===== config.mk =====
export PLATFORM = sky130hd
export DESIGN_NAME = udbs_core
export DESIGN_NICKNAME = d
export VERILOG_FILES = /design/src/pkg/udbs_pkg.sv /design/src/core/udbs_core.sv
export VERILOG_INCLUDE_DIRS = /design/src /design/src/pkg
export SDC_FILE = /design/constraint.sdc
export NUM_CORES = 1
export LEC_CHECK = 0
export ABC_AREA = 1
export BUFFER_PORTS_ARGS = -buffer_cell sky130_fd_sc_hd__buf_2
export CAP_MARGIN = 10
export CELL_PAD_IN_SITES_DETAIL_PLACEMENT = 1
export CELL_PAD_IN_SITES_GLOBAL_PLACEMENT = 2
export CORE_UTILIZATION = 36
export CTS_BUF_LIST = sky130_fd_sc_hd__clkbuf_8
export CTS_CLUSTER_SIZE = 16
export DETAILED_ROUTE_END_ITERATION = 8
export PLACE_DENSITY_LB_ADDON = 0.1
export SYNTH_ARGS = -nofsm -noshare
export SYNTH_HDL_FRONTEND = slang
export SYNTH_SLANG_ARGS = --single-unit

===== constraint.sdc =====
create_clock -name i_clk_sys -period 6.2 [get_ports i_clk_sys]
set_clock_uncertainty 0.2 [all_clocks]
set_input_delay 1.86 -clock i_clk_sys [delete_from_list [all_inputs] [get_ports i_clk_sys]]
set_output_delay 1.86 -clock i_clk_sys [all_outputs]
set_load 0.03 [all_outputs]

===== src/pkg/udbs_cfg.svh =====
// Offsets, field positions, reset values and counts of the serial buffer
//
// Contract
// Data address writes transmit, reads receive buffer
// Short characters: upper bits ignored, read zero
// Data writes ignored while buffer-empty flag clear
// Held byte moves to idle shifter, shifts out
// Two-entry receive FIFO advances on every access
// Software avoids bit instructions on data register
// Status reads 0x20 after reset
// Receive-complete tracks unread data; disable flushes
// Transmit-complete set when frame done, buffer empty
// Transmit-complete cleared by service or writing one
// Buffer-empty flag shows transmit buffer can accept
// Three flags raise interrupts gated by enables
// Frame error follows head character stop bit
// Overrun on full FIFO, waiting char, start
// Parity error for head character when checked
// Error flags travel with character until read
// Software writes zeros into error flag bits
// Error flags reserved in master SPI mode
// Divider zero gives clock/16 or clock/8
// Double speed changes divisor sixteen to eight
// Multiprocessor filter drops non-address frames
// Receiver disable flushes buffer, invalidates errors
// Rate is clock / (16 or 8)*(divider+1)
`ifndef UDBS_CFG_SVH
`define UDBS_CFG_SVH

// =====================================================================
// Register indices; byte address is four times the index
`define UDBS_IDX_STATUS 8'hc0
`define UDBS_IDX_CTRLB 8'hc1
`define UDBS_IDX_CTRLC 8'hc2
`define UDBS_IDX_BAUDL 8'hc4
`define UDBS_IDX_BAUDH 8'hc5
`define UDBS_IDX_DATA 8'hc6

// =====================================================================
// Status field positions
`define UDBS_ST_RXC 7
`define UDBS_ST_TXC 6
`define UDBS_ST_UDRE 5
`define UDBS_ST_FE 4
`define UDBS_ST_DOR 3
`define UDBS_ST_PE 2
`define UDBS_ST_U2X 1
`define UDBS_ST_MPCM 0

// Control B fields: interrupt enables and unit enables
`define UDBS_CB_RXIE 7
`define UDBS_CB_TXIE 6
`define UDBS_CB_EMIE 5
`define UDBS_CB_RXEN 4
`define UDBS_CB_TXEN 3
// Control C fields: mode, parity, stop bits, size
`define UDBS_CC_MODE_HI 7
`define UDBS_CC_MODE_LO 6
`define UDBS_CC_PEN 5
`define UDBS_CC_PODD 4
`define UDBS_CC_STOP2 3
`define UDBS_CC_SIZE_HI 2
`define UDBS_CC_SIZE_LO 1
`define UDBS_MODE_SPI 2'b11

// =====================================================================
// Reset values
`define UDBS_STATUS_RST 8'h20
`define UDBS_CTRLB_RST 8'h00
`define UDBS_CTRLC_RST 8'h06

// Oversampling: last tick index and mid-bit sample tick
`define UDBS_OS_LAST_NORM 4'hf
`define UDBS_OS_LAST_DBL 4'h7
`define UDBS_OS_MID_NORM 4'h7
`define UDBS_OS_MID_DBL 4'h3

`endif


===== src/pkg/udbs_pkg.sv =====
// Types shared by the serial data buffer and status logic
package udbs_pkg;

  // Transmit sequence, Gray coded along the frame
  typedef enum logic [2:0] {
    UDBS_TX_IDLE = 3'b000,
    UDBS_TX_START = 3'b001,
    UDBS_TX_DATA = 3'b011,
    UDBS_TX_PAR = 3'b010,
    UDBS_TX_STOP = 3'b110,
    UDBS_TX_STOP2 = 3'b111
  } udbs_tx_e;

  // Receive sequence, Gray coded along the frame
  typedef enum logic [2:0] {
    UDBS_RX_IDLE = 3'b000,
    UDBS_RX_START = 3'b001,
    UDBS_RX_DATA = 3'b011,
    UDBS_RX_PAR = 3'b010,
    UDBS_RX_STOP = 3'b110
  } udbs_rx_e;

  // One received character with the flags that travel with it
  typedef struct packed {
    logic dor;
    logic fe;
    logic pe;
    logic [7:0] data;
  } udbs_char_s;

  // Whole state of the block
  typedef struct packed {
    logic [7:0] ctrlb;
    logic [7:0] ctrlc;
    logic [11:0] baud;
    logic u2x;
    logic mpcm;
    logic txc;
    logic [11:0] brg_cnt;
    logic [7:0] tx_hold;
    logic tx_hold_v;
    udbs_tx_e tx_st;
    logic [7:0] tx_sh;
    logic [2:0] tx_bit;
    logic [3:0] tx_os;
    logic tx_par;
    logic tx_pin;
    logic rx_meta;
    logic rx_sync;
    udbs_rx_e rx_st;
    logic [3:0] rx_os;
    logic [2:0] rx_bit;
    logic [7:0] rx_sh;
    logic rx_pe;
    logic rx_drop;
    udbs_char_s [1:0] fifo;
    logic [1:0] count;
    udbs_char_s wait_ch;
    logic wait_v;
    logic [31:0] prdata;
  } udbs_state_s;

endpackage


===== src/core/udbs_core.sv =====
// Serial transceiver data buffer, receive FIFO and status flags
`timescale 1ns/1ns
`include "udbs_cfg.svh"
module udbs_core
  import udbs_pkg::*;
#(
  parameter int BAUD_W = 12 // Width of the baud divider
) (
  input wire logic i_clk_sys, // 250 MHz system clock
  input wire logic i_rst, // Synchronous reset, active high
  input wire logic i_psel,
  input wire logic i_penable,
  input wire logic i_pwrite,
  input wire logic [11:0] i_paddr,
  input wire logic [31:0] i_pwdata,
  output logic [31:0] o_prdata,
  output logic o_pready,
  output logic o_pslverr,
  input wire logic i_rxd, // Serial receive pin
  output logic o_txd, // Serial transmit pin
  input wire logic i_tx_done_ack, // Transmit-complete interrupt taken
  output logic o_irq_rx,
  output logic o_irq_tx,
  output logic o_irq_empty
);

  // Elaboration check: the divider registers hold twelve bits
  if (BAUD_W != 12) begin : g_bad_width
    $error("udbs_core: BAUD_W must be 12");
  end

  udbs_state_s s_q; // Registered state
  udbs_state_s s_d; // Next state

  // ===================================================================
  // Helper functions
  // Keeps only the bits of the configured character size
  function automatic logic [7:0] size_mask(input logic [7:0] v,
                                            input logic [1:0] code);
    logic [7:0] m;
    m = 8'hff >> (2'd3 - code);
    return v & m;
  endfunction

  // Index of the last data bit, five to eight bits
  function automatic logic [2:0] last_bit(input logic [1:0] code);
    return 3'd4 + {1'b0, code};
  endfunction

  // Pin level for a transmit state
  function automatic logic tx_level(input udbs_tx_e st,
                                    input logic b0, input logic p);
    case (st)
      UDBS_TX_START: return 1'b0;
      UDBS_TX_DATA: return b0;
      UDBS_TX_PAR: return p;
      default: return 1'b1;
    endcase
  endfunction

  // ===================================================================
  // Decode and derived flags
  logic setup; // APB setup phase
  logic access; // APB access phase, always completes
  logic [7:0] idx; // Register index from the byte address
  logic mapped; // Address hits a register
  logic spi_mode; // Master SPI emulation selected
  logic udre; // Transmit buffer empty
  logic rxc; // Unread data in the receive buffer
  logic [7:0] status_val; // Status as software sees it
  logic [1:0] size_code; // Character size code
  logic pen; // Parity checking on
  logic brg_tick; // Oversample tick
  logic [3:0] os_last; // Last oversample tick of a bit
  logic [3:0] os_mid; // Mid-bit sample tick
  logic data_acc; // Any access to the data location
  logic rx_in; // Synchronised receive line
  udbs_char_s ch; // Character being committed

  assign setup = i_psel && !i_penable;
  assign access = i_psel && i_penable;
  assign idx = i_paddr[9:2];
  assign mapped = (i_paddr[1:0] == 2'b00) && (i_paddr[11:10] == 2'b00) &&
    (idx == `UDBS_IDX_STATUS || idx == `UDBS_IDX_CTRLB ||
     idx == `UDBS_IDX_CTRLC || idx == `UDBS_IDX_BAUDL ||
     idx == `UDBS_IDX_BAUDH || idx == `UDBS_IDX_DATA);
  assign spi_mode = s_q.ctrlc[`UDBS_CC_MODE_HI:`UDBS_CC_MODE_LO] ==
    `UDBS_MODE_SPI;
  assign udre = !s_q.tx_hold_v;
  assign rxc = s_q.count != 2'd0;
  assign size_code = s_q.ctrlc[`UDBS_CC_SIZE_HI:`UDBS_CC_SIZE_LO];
  assign pen = s_q.ctrlc[`UDBS_CC_PEN];
  assign brg_tick = s_q.brg_cnt == s_q.baud;
  assign os_last = s_q.u2x ? `UDBS_OS_LAST_DBL : `UDBS_OS_LAST_NORM;
  assign os_mid = s_q.u2x ? `UDBS_OS_MID_DBL : `UDBS_OS_MID_NORM;
  assign data_acc = access && (idx == `UDBS_IDX_DATA) && mapped;
  assign rx_in = s_q.rx_sync;

  // Status: error bits come from the head entry, reserved in SPI mode
  always_comb begin
    status_val = 8'h00;
    status_val[`UDBS_ST_RXC] = rxc;
    status_val[`UDBS_ST_TXC] = s_q.txc;
    status_val[`UDBS_ST_UDRE] = udre;
    if (rxc && !spi_mode) begin
      status_val[`UDBS_ST_FE] = s_q.fifo[0].fe;
      status_val[`UDBS_ST_DOR] = s_q.fifo[0].dor;
      status_val[`UDBS_ST_PE] = s_q.fifo[0].pe;
    end
    status_val[`UDBS_ST_U2X] = s_q.u2x;
    status_val[`UDBS_ST_MPCM] = s_q.mpcm;
  end

  // ===================================================================
  // Next-state logic
  always_comb begin
    s_d = s_q;
    ch = '0;
    // Receive line synchroniser, two stages
    s_d.rx_meta = i_rxd;
    s_d.rx_sync = s_q.rx_meta;
    // Shared divider: tick every divider+1 clocks
    s_d.brg_cnt = brg_tick ? 12'h000 : s_q.brg_cnt + 12'h001;

    // Read data captured in setup, valid in access phase
    if (setup) begin
      case (idx)
        `UDBS_IDX_STATUS: s_d.prdata = {24'h0, status_val};
        `UDBS_IDX_CTRLB: s_d.prdata = {24'h0, s_q.ctrlb};
        `UDBS_IDX_CTRLC: s_d.prdata = {24'h0, s_q.ctrlc};
        `UDBS_IDX_BAUDL: s_d.prdata = {24'h0, s_q.baud[7:0]};
        `UDBS_IDX_BAUDH: s_d.prdata = {28'h0, s_q.baud[11:8]};
        `UDBS_IDX_DATA: s_d.prdata = {24'h0, s_q.fifo[0].data};
        default: s_d.prdata = 32'h0000_0000;
      endcase
      if (!mapped) begin
        s_d.prdata = 32'h0000_0000;
      end
    end

    // Register writes at the access edge
    if (access && i_pwrite && mapped) begin
      case (idx)
        `UDBS_IDX_STATUS: begin
          // Error bits are read-only; software writes them as zero
          if (i_pwdata[`UDBS_ST_TXC]) begin
            s_d.txc = 1'b0;
          end
          s_d.u2x = i_pwdata[`UDBS_ST_U2X];
          s_d.mpcm = i_pwdata[`UDBS_ST_MPCM];
        end
        `UDBS_IDX_CTRLB: s_d.ctrlb = i_pwdata[7:0];
        `UDBS_IDX_CTRLC: s_d.ctrlc = i_pwdata[7:0];
        `UDBS_IDX_BAUDL: s_d.baud[7:0] = i_pwdata[7:0];
        `UDBS_IDX_BAUDH: s_d.baud[11:8] = i_pwdata[3:0];
        `UDBS_IDX_DATA: begin
          // Accepted only while the buffer is empty
          if (udre) begin
            s_d.tx_hold = size_mask(i_pwdata[7:0], size_code);
            s_d.tx_hold_v = 1'b1;
          end
        end
        default: s_d.ctrlb = s_q.ctrlb;
      endcase
    end
    // Interrupt service clears transmit-complete
    if (i_tx_done_ack) begin
      s_d.txc = 1'b0;
    end

    // -----------------------------------------------------------------
    // Transmitter
    case (s_q.tx_st)
      UDBS_TX_IDLE: begin
        // Load the held byte once the shifter is empty
        if (s_q.tx_hold_v && s_q.ctrlb[`UDBS_CB_TXEN]) begin
          s_d.tx_sh = s_q.tx_hold;
          s_d.tx_hold_v = 1'b0;
          s_d.tx_par = (^s_q.tx_hold) ^ s_q.ctrlc[`UDBS_CC_PODD];
          s_d.tx_st = UDBS_TX_START;
          s_d.tx_os = 4'h0;
          s_d.tx_bit = 3'd0;
        end
      end
      default: begin
        if (brg_tick) begin
          s_d.tx_os = s_q.tx_os + 4'h1;
          if (s_q.tx_os == os_last) begin
            s_d.tx_os = 4'h0;
            case (s_q.tx_st)
              UDBS_TX_START: s_d.tx_st = UDBS_TX_DATA;
              UDBS_TX_DATA: begin
                s_d.tx_sh = {1'b0, s_q.tx_sh[7:1]};
                s_d.tx_bit = s_q.tx_bit + 3'd1;
                if (s_q.tx_bit == last_bit(size_code)) begin
                  s_d.tx_st = pen ? UDBS_TX_PAR : UDBS_TX_STOP;
                end
              end
              UDBS_TX_PAR: s_d.tx_st = UDBS_TX_STOP;
              UDBS_TX_STOP: begin
                if (s_q.ctrlc[`UDBS_CC_STOP2]) begin
                  s_d.tx_st = UDBS_TX_STOP2;
                end else begin
                  s_d.tx_st = UDBS_TX_IDLE;
                end
              end
              default: s_d.tx_st = UDBS_TX_IDLE;
            endcase
            // Frame finished with nothing new held; set beats clear
            if (s_d.tx_st == UDBS_TX_IDLE && !s_d.tx_hold_v) begin
              s_d.txc = 1'b1;
            end
          end
        end
      end
    endcase
    s_d.tx_pin = tx_level(s_d.tx_st, s_d.tx_sh[0], s_d.tx_par);

    // -----------------------------------------------------------------
    // Receiver
    case (s_q.rx_st)
      UDBS_RX_IDLE: begin
        if (s_q.ctrlb[`UDBS_CB_RXEN] && !rx_in) begin
          s_d.rx_st = UDBS_RX_START;
          s_d.rx_os = 4'h0;
          s_d.rx_bit = 3'd0;
          s_d.rx_sh = 8'h00;
          s_d.rx_pe = 1'b0;
          s_d.rx_drop = 1'b0;
          // Full FIFO plus a waiting character: overrun, drop new one
          if (s_q.count == 2'd2 && s_q.wait_v) begin
            s_d.wait_ch.dor = 1'b1;
            s_d.rx_drop = 1'b1;
          end
        end
      end
      default: begin
        if (brg_tick) begin
          s_d.rx_os = s_q.rx_os + 4'h1;
          if (s_q.rx_os == os_mid) begin
            case (s_q.rx_st)
              UDBS_RX_START: begin
                if (rx_in) begin
                  s_d.rx_st = UDBS_RX_IDLE; // False start
                end
              end
              UDBS_RX_DATA: s_d.rx_sh[s_q.rx_bit] = rx_in;
              UDBS_RX_PAR: begin
                // Mismatch kept only because checking is on now
                s_d.rx_pe = (^s_q.rx_sh) ^ rx_in ^
                  s_q.ctrlc[`UDBS_CC_PODD];
              end
              default: begin
                ch.data = size_mask(s_q.rx_sh, size_code);
                ch.fe = !rx_in;
                ch.pe = s_q.rx_pe;
                ch.dor = 1'b0;
                s_d.rx_st = UDBS_RX_IDLE;
                // Filter drops frames whose top bit marks no address
                if (!s_q.rx_drop && !s_q.wait_v &&
                    !(s_q.mpcm && !ch.data[last_bit(size_code)])) begin
                  s_d.wait_ch = ch;
                  s_d.wait_v = 1'b1;
                end
              end
            endcase
          end else if (s_q.rx_os == os_last) begin
            s_d.rx_os = 4'h0;
            case (s_q.rx_st)
              UDBS_RX_START: s_d.rx_st = UDBS_RX_DATA;
              UDBS_RX_DATA: begin
                s_d.rx_bit = s_q.rx_bit + 3'd1;
                if (s_q.rx_bit == last_bit(size_code)) begin
                  s_d.rx_st = pen ? UDBS_RX_PAR : UDBS_RX_STOP;
                end
              end
              default: s_d.rx_st = UDBS_RX_STOP;
            endcase
          end
        end
      end
    endcase

    // -----------------------------------------------------------------
    // Receive FIFO: any data access pops, then the waiting char enters
    if (data_acc && s_q.count != 2'd0) begin
      s_d.fifo[0] = s_q.fifo[1];
      s_d.fifo[1] = '0;
      s_d.count = s_q.count - 2'd1;
    end
    if (s_d.wait_v && s_d.count != 2'd2) begin
      s_d.fifo[s_d.count[0]] = s_d.wait_ch;
      s_d.count = s_d.count + 2'd1;
      s_d.wait_v = 1'b0;
    end
    // Receiver off flushes buffer and its error flags
    if (!s_q.ctrlb[`UDBS_CB_RXEN]) begin
      s_d.count = 2'd0;
      s_d.wait_v = 1'b0;
      s_d.fifo = '0;
      s_d.rx_st = UDBS_RX_IDLE;
    end
  end

  // ===================================================================
  // State register with synchronous reset
  always_ff @(posedge i_clk_sys) begin
    if (i_rst) begin
      s_q <= '0;
      s_q.ctrlc <= `UDBS_CTRLC_RST;
      s_q.ctrlb <= `UDBS_CTRLB_RST;
      s_q.tx_pin <= 1'b1;
      s_q.rx_meta <= 1'b1;
      s_q.rx_sync <= 1'b1;
    end else begin
      s_q <= s_d;
    end
  end

  // ===================================================================
  // Outputs
  assign o_prdata = s_q.prdata;
  assign o_pready = 1'b1;
  assign o_pslverr = access && !mapped;
  assign o_txd = s_q.tx_pin;
  // Interrupt requests gated by their enables
  assign o_irq_rx = s_q.ctrlb[`UDBS_CB_RXIE] && rxc;
  assign o_irq_tx = s_q.ctrlb[`UDBS_CB_TXIE] && s_q.txc;
  assign o_irq_empty = s_q.ctrlb[`UDBS_CB_EMIE] && udre;
endmodule // udbs_core


## After elaboration in Yosys (flattened, before gate mapping)

Cells that the tools add are included.

| word-level totals | value |
|---|---|
| bits in registers | 162 |
| input bits | 51 |
| output and inout port bits | 38 |

| operators by class | value |
|---|---|
| $add $sub $neg | 9 |
| order comparisons | 5 |
| equality and inequality tests | 31 |
| shift operators | 1 |
| mux-type cells | 63 |
| bitwise logic cells | 7 |
| reductions and logical operators | 75 |

Operator list:

| cell | count |
|---|---|
| $mux W18 | 3 |
| $eq A8 B8 Y1 const B | 6 |
| $mux W12 | 4 |
| $mux W24 | 2 |
| $pmux W8 S6 | 1 |
| $mux W20 | 2 |
| $mux W19 | 2 |
| $mux W3 | 12 |
| $mux W11 | 3 |
| $mux W32 | 1 |
| $logic_and A1 B1 Y1 | 24 |
| $bwmux W22 | 1 |
| $mux W1 | 19 |
| $eq A3 B2 Y1 const B | 6 |
| $reduce_bool A2 Y1 | 9 |
| $and A8 B8 Y8 | 2 |
| $reduce_and A2 Y1 | 8 |
| $reduce_xor A8 Y1 | 2 |
| $add A12 B1 Y12 const B | 1 |
| $eq A12 B12 Y1 | 1 |
| $pmux W3 S2 | 2 |
| $pmux W3 S4 | 1 |
| $reduce_and A4 Y1 | 3 |
| $demux W11 S1 | 1 |
| 42 further kinds | 75 |

## Longest topological paths before layout

Gate-level depths: netlist of the first run.

| depth | value |
|---|---|
| word-level depth | 16 |
| mapped depth | 17 |
| gate-level depth less buffers | 15 |

## Worst setup path before layout of the first run

OpenSTA, ideal clock, no wires.

| timing path | value |
|---|---|
| path type | in2out |
| from | input port i_paddr[9] |
| to | output port o_pslverr |
| arrival | 2.636 ns |
| data required time | 4.140 ns |
| slack | 1.504 ns |
| cell stages on the path | 5 |
| cells stage by stage | nand2_1 -> nor3_4 -> nand2_2 -> clkinv_2 -> nor2_1 |

| on the way | value |
|---|---|
| cells in the longest elaborated chain, start to end | 9 |
| elaborated cells on any way between the ends | 14 |

Ends and longest elaborated chain:

| item | RTL line | RTL |
|---|---|---|
| start, declared | udbs_core.sv:14 | `input wire logic [11:0] i_paddr,` |
| $eq A8 B8 Y1 | n/a |  |
| $logic_or A1 B1 Y1 (no line) (4 in series) | n/a |  |
| $logic_or A1 B1 Y1 (no line) * | n/a |  |
| $logic_and A1 B1 Y1 * | udbs_core.sv:83 | `assign mapped = (i_paddr[1:0] == 2'b00) && (i_paddr[11:10] == 2'b00) &&` |
| $logic_not A1 Y1 * | udbs_core.sv:324 | `assign o_pslverr = access && !mapped;` |
| $logic_and A1 B1 Y1 * | udbs_core.sv:324 |  |
| end, declared | udbs_core.sv:18 | `output logic o_pslverr,` |

Every way passes the cells marked *; elsewhere a longest branch is shown, timed or not.

## Final worst setup path of the first run

| timing path | value |
|---|---|
| from | input port i_paddr[7] |
| to | output port o_pslverr |

Same word-level chain as after synthesis.

==> summary.md, run 1 <==
| Metric | Value |
|---|---|
| Result of the run | finished clean |
| Crit path kind | in2out |
| Wire length of the first global-routing pass | roughly 33000 um |
| Number of DRC violations after detailed-routing iteration 0 | between 200 and 250 |
| Count of fill cells added during filler insertion | 2614 |
| Power density of the placed cells | roughly 210 nW/um^2 |
| Final HPWL DP | ~15000 um |
| Yosys reg bits | about 140 |
| Final Non-Filler Cells | 1383 |
| Max FO, Critical Path | 9 |
| Cts bufs inserted | 17 |
| Startpoint type of the worst setup path | input port |
| Worst supply voltage drop on vdd | between 0.1 and 0.15 mV |
| Die Y-Extent | 144 um |
| Per-cell routed wire length | ~15 um |
| Setup-violating endpoint count in the final report | 0 |
| Endpoint kind of the worst setup timing path | primary output |
| Unique masters post-synth | 42 |
| Switching share of power | about a quarter |
| Most used DFF post-synth | dfxtp_1 |
| Slew @ Worst Pin | 966 ps |
| I/O pins | 89 |
| Place WS | 1210 ps |
| Number of max-slew violations in the final report | 0 |
| Clock sinks | around 140 |
| Number of antenna violations at the first check in global routing | 0 |
| Final setup TNS | 0 ps |
| Floorplan die area | ~21000 um^2 |
| Post-CTS sizing | 0 |
| Number of flops mapped to enable cells by yosys | 0 |
| Total placed cells including tap cells | between 1000 and 1500 |
| Total area of multi-input combinational cells | approximately 3700 um^2 |
| Total area of sequential cells | 2760 um^2 |
| Maximum buffer depth of the clock tree | 2 |
| Largest net degree at the start of global routing | 42 |
| Post-route cell area | approximately 8000 um^2 |
| Relative contribution of combinational cells to total power | under 10% |
| Weighted congestion reported at the end of routability-driven placement | a little under 0.8 |
| Setup WS post-layout | 1240 ps |
| Proportion of power drawn by the clock network | between 40% and 50% |
| Most used cells in the layout excluding fill and tap cells | nand2_1, nor2_1, dfxtp_1 |
| GRT Overall Usage | ~21% |
| Post-synthesis average cell area | between 6 and 7 um^2 |
| Number of levels the H-tree was split into | 4 |
| CP cell instances | buf_2 > nor3_4 > nand2_2 > clkinv_2 > nor2_1 > buf_2 |
| Number of buffers inserted by post-CTS setup repair | 0 |
| Final worst-path cycle share | 80.1% |
| CP arrival | approximately 2900 ps |
| Relative slew slack | 35.4% |
| Final core utilization | between 40% and 50% |
| Slowest stage cell on the critical path | nor3_4 |
| Data required, critical path | a little over 4000 ps |
| Count of unresolved DRC violations after routing | 0 |
| Max-cap violations | 0 |
| Overall via count from detail_route | between 6000 and 7000 |
| Most common cell after layout, fill and taps aside | nand2_1 |
| Number of inserted diodes | 0 |
| Share of post-route cells with drive strength above 1 | a little under a tenth |
| Later-pin clock latency in the skew report | roughly 460 ps |
| Clock input transition at the sequential cells of the worst setup and hold paths | 90 ps |
| CTS tree | built |
| Relative area change from synthesis to final layout | 8.50% |
| First-pass iteration count of the detailed router | 4 |
| Cell type with the highest occurrence count on the critical path | buf_2 |
| Final net count | between 1000 and 1500 |
| Via count of the first global-routing pass | about 6600 |
| Final ANT Viol Nets | 0 |
| Synth Instances | roughly 1100 |
| Sequential share of power | a little over half |
| Final worst path period need | a little under 5000 ps |
| Static leakage | 3.35 nW |
| Horizontal die dimension | 144 um |
| FMAX | just over 200 MHz |
| Final routed wirelength across all metal layers | roughly 21000 um |
| Mapped Area | approximately 7300 um^2 |
| Core box area | around 20000 um^2 |
| Share of synthesized registers carrying an async set or reset | 0% |
| Final hold violation count | 0 |
| Number of buffers inserted by port buffering | 39 |
| Root Buffer | clkbuf_8 |
| Post-Place Cell Area | 7490 um^2 |
| Reported net switching power | ~0.44 mW |
| Cell internal power dissipation | 1.24 mW |
| Yosys synthesis warning count | 0 |
| Proportion of synthesized chip area in sequential cells | between 30% and 40% |
| Class of the tightest hold or removal check | reg2reg |
| Congestion Overflow GR | 0 |
| Critical Path Max Stage Delay | between 400 and 500 ps |
| Count of hold buffers inserted by post-cts repair | 0 |
| Initial core utilization | a little under two fifths |
| Setup repair after global routing missed its margin | false |
| Vias per std cell | 4.76 |
| FP Rows | 51 |
[registers in the layout (all words and copies together) (netlist names)]
signal    count
rx_in         1
s_d           1
o_prdata      8
s_q         126
pen           1
o_txd         1
[path summary, 6_finish.rpt]
| kind | cells past startpoint | startpoint | slack (ps) | to |
|---|---|---|---|---|
| setup reg to reg | 14 | s_q[44] | 3090 | s_q[57] |
| hold / removal | 1 | s_d[88] | 220 | rx_in |
| setup / recovery | 6 | i_paddr[7] | 1240 | o_pslverr |
| hold reg to reg | 1 | s_d[88] | 220 | rx_in |
[power by group through the flow]
stage,Combinational [mW],Clock (mW),Sequential [mW]
6_report,0.0614,0.729,0.887
4_1_cts,0.0615,0.748,0.887
5_1_grt,0.0675,0.780,0.887
3_3_place_gp,0.0613,0,0.908
2_1_floorplan,0.0531,0,0.907
3_5_place_dp,0.0613,0,0.908
[synth_stat cells (all sizes together) (4+ instances only)]
cell | count | share of area (%)
nand2 | 262 | 14
nor2 | 157 | 8.6
dfxtp | 138 | 38
inv | 133 | 6.9
o21ai | 97 | 6.7
a21oi | 84 | 5.9
buf | 48 | 4.8
nand3 | 44 | 3.4
nor3 | 18 | 1.6
clkbuf | 17 | 0.88
xnor2 | 17 | 2.1
xor2 | 11 | 1.3
ha | 8 | 1.4
o22ai | 7 | 0.60
a22oi | 6 | 0.62
a211oi | 5 | 0.52
nand4 | 5 | 0.43
or2 | 5 | 0.43
o211ai | 4 | 0.41
[per-layer routing]
metal  GRT usage (%)  wire length (um)
met2            37.6             10100
met1            26.6             10100
met5               0                 0
met3            3.80               376
met4            6.10               259
[cells by family after synthesis]
group / share of synthesized area (%)
adders and majority gates: 1.38
xor gates and xnor gates: 3.38
and+or+nand+nor: 28.9
DFF: 38.1
buffers and inverters: 12.7
other: 0.104
AOI/OAI and AO/OA: 15.5
[per-stage QoR]
stage | hold WS [ps] | total power [mW]
floorplan | 189 | 0.960
global placement | 207 | 0.969
detailed placement | 211 | 0.969
CTS | 232 | 1.70
global route | 254 | 1.74
finish | 225 | 1.68
[final cells by class]
class | instances | area share, %
Clock buffer | 19 | 3.32
Multi-Input combinational cell | 769 | 46.5
Timing Repair Buffer | 43 | 2.86
Clock inverter | 13 | 1.49
Sequential cell | 138 | 35.1
Tap cell | 265 | 4.21
Inverter | 136 | 6.50
[worst max-delay path: cells and delay by family]
| kind | cells | cell delay (ps) |
|---|---|---|
| and+or+nand+nor | 3 | 610 |
| buffers and inverters | 3 | 420 |
Power figures use the tool's default switching activity.
==> run 2, diff against run 1 <==
Settings changed: CORE_UTILIZATION 36 to 33.
Clock period 6.2 ns to 5.13 ns, I/O delays scaled along.
==> run 2 against run 1 <==
Die area up 9.0%. Count of clock-buffer cells in the layout down 2. Cell count up 0.94%. Largest cell class unchanged. Sequential share of layout area down 0.13 points. Sequential cell count unchanged. Critical path depth up 2. Critical endpoint unchanged. Register-to-register slack worse by 1100 ps. Highest routed layer unchanged. Clock power up 20%. Non-clock buffer count up 3.
==> summary.md, run 2 (synthesis gave the netlist of run 1 again) <==
| Metric | Value |
|---|---|
| Final net count | about 1200 |
| Setup WS post-layout | approximately 890 ps |
| Wire length of the first global-routing pass | 34600 um |
| Final HPWL DP | 15800 um |
| Final ANT Viol Nets | 0 |
| Setup-violating endpoint count in the final report | 0 |
| Vias per std cell | about 4.7 |
| Per-cell routed wire length | 15.2 um |
| Horizontal die dimension | approximately 150 um |
| Final routed wirelength across all metal layers | ~21000 um |
| Final setup TNS | 0 ps |
| Relative slew slack | 35.7% |
| I/O pins | 89 |
| Number of DRC violations after detailed-routing iteration 0 | 207 |
| Result of the run | finished clean |
| Final worst path period need | between 4000 and 5000 ps |
| Register containing the most flip-flops in the final layout | s_q |
| Root Buffer | clkbuf_8 |
| Via count of the first global-routing pass | about 6600 |
| Setup repair after global routing missed its margin | false |
| Count of unresolved DRC violations after routing | 0 |
| Number of buffers inserted by port buffering | 39 |
| Maximum buffer depth of the clock tree | 2 |
| Slowest stage cell on the critical path | buf_2 |
| Number of max-slew violations in the final report | 0 |
| Clock sinks | around 140 |
| Cts bufs inserted | 17 |
| Critical Path Max Stage Delay | roughly 200 ps |
| FMAX | about 240 MHz |
| CP arrival | ~2500 ps |
| Overall via count from detail_route | 6578 |
| Startpoint type of the worst setup path | input port |
| Share of post-route cells with drive strength above 1 | a little under a tenth |
| Largest net degree at the start of global routing | 34 |
| Most common cell after layout, fill and taps aside | nand2_1 |
| Number of levels the H-tree was split into | 4 |
| Cell type with the highest occurrence count on the critical path | buf_2 |
| Final worst-path cycle share | approximately 83% |
| Worst supply voltage drop on vdd | 0.134 mV |
| Power density of the placed cells | between 200 and 300 nW/um^2 |
| Final core utilization | between 30% and 40% |
| CTS tree | built |
| Number of antenna violations at the first check in global routing | 0 |
| Final Non-Filler Cells | approximately 1400 |
| Endpoint kind of the worst setup timing path | primary output |
| Floorplan die area | about 23000 um^2 |
| Die Y-Extent | around 150 um |
| Place WS | around 620 ps |
| Initial core utilization | between 30% and 40% |
| First-pass iteration count of the detailed router | 4 |
| Post-CTS sizing | 0 |
| Max-cap violations | 0 |
| Congestion Overflow GR | 0 |
| Later-pin clock latency in the skew report | roughly 450 ps |
| Final hold violation count | 0 |
| Most used cells in the layout excluding fill and tap cells | nand2_1, nor2_1, dfxtp_1 |
| Class of the tightest hold or removal check | reg2reg |
| CP cell instances | buf_2 > nand2_1 > nor3_4 > buf_4 > nand2_2 > clkinv_2 > nor2_1 > buf_2 |
| Count of hold buffers inserted by post-cts repair | 0 |
| Max reg flops | 126 |
| Data required, critical path | 3390 ps |
| Relative area change from synthesis to final layout | 8.92% |
| Slew @ Worst Pin | approximately 960 ps |
| Core box area | around 21000 um^2 |
| Static leakage | roughly 3.4 nW |
| GRT Overall Usage | between 10% and 20% |
| Crit path kind | in2out |
| FP Rows | 53 |
| Max FO, Critical Path | 9 |
| Number of inserted diodes | 0 |
| Weighted congestion reported at the end of routability-driven placement | roughly 0.76 |
| Clock input transition at the sequential cells of the worst setup and hold paths | 90 ps |
| Number of buffers inserted by post-CTS setup repair | 0 |
| Total placed cells including tap cells | between 1000 and 1500 |
-- run 2: changes by cell type in the layout (fill, tap and decap cells not counted), sizes merged --
cell	before	now
buf	43	46
inv	136	139
clkinvlp	5	4
clkbuf	19	17
-- run 2: area by class of cell --
| class | count | area, um^2 |
|---|---|---|
| timing repair buffer | 46 | 248 |
| tap | 275 | 344 |
| multi-input combinational | 769 | 3660 |
| inverter | 136 | 512 |
| clock inverter | 15 | 140 |
| sequential | 138 | 2760 |
| clock buffer | 17 | 234 |
| fill | 2814 | 13400 |
-- run 2: worst max-delay path, delay by kind of cell --
| kind | cells | cell delay (ps) |
|---|---|---|
| and+or+nand+nor | 4 | 360 |
| buffers and inverters | 4 | 600 |
-- run 2: power by group --
group	total (mW)	switching (mW)	internal (mW)
sequential	1.07	0.00140	1.07
combinational	0.0744	0.0604	0.0140
clock	0.877	0.486	0.391
total	2.02	0.548	1.48
-- run 2: final timing paths --
kind	to	cells after the start	startpoint	slack [ps]
worst max-delay path	o_pslverr	8	i_paddr[9]	890
worst min-delay path	rx_in	1	s_d[88]	220
worst max register to register	s_q[57]	14	s_q[44]	2020
worst min register to register	rx_in	1	s_d[88]	220
-- run 2: metal layers --
metal,global-route usage (%),share of wire [%],up-vias
met5,0,0,-
met4,4.85,0.88,0
met3,3.00,2.3,12
met2,34.4,48,59
met1,26.0,48,3060
li1,-,-,3447
-- run 2: stage by stage --
step / area [um^2] / hold slack, ps / total power, mW
floorplan: 7340 / 189 / 1.16
global placement: 7530 / 207 / 1.17
detailed placement: 7530 / 209 / 1.17
CTS: 7900 / 232 / 2.07
global route: 7900 / 228 / 2.11
finish: 7900 / 220 / 2.02
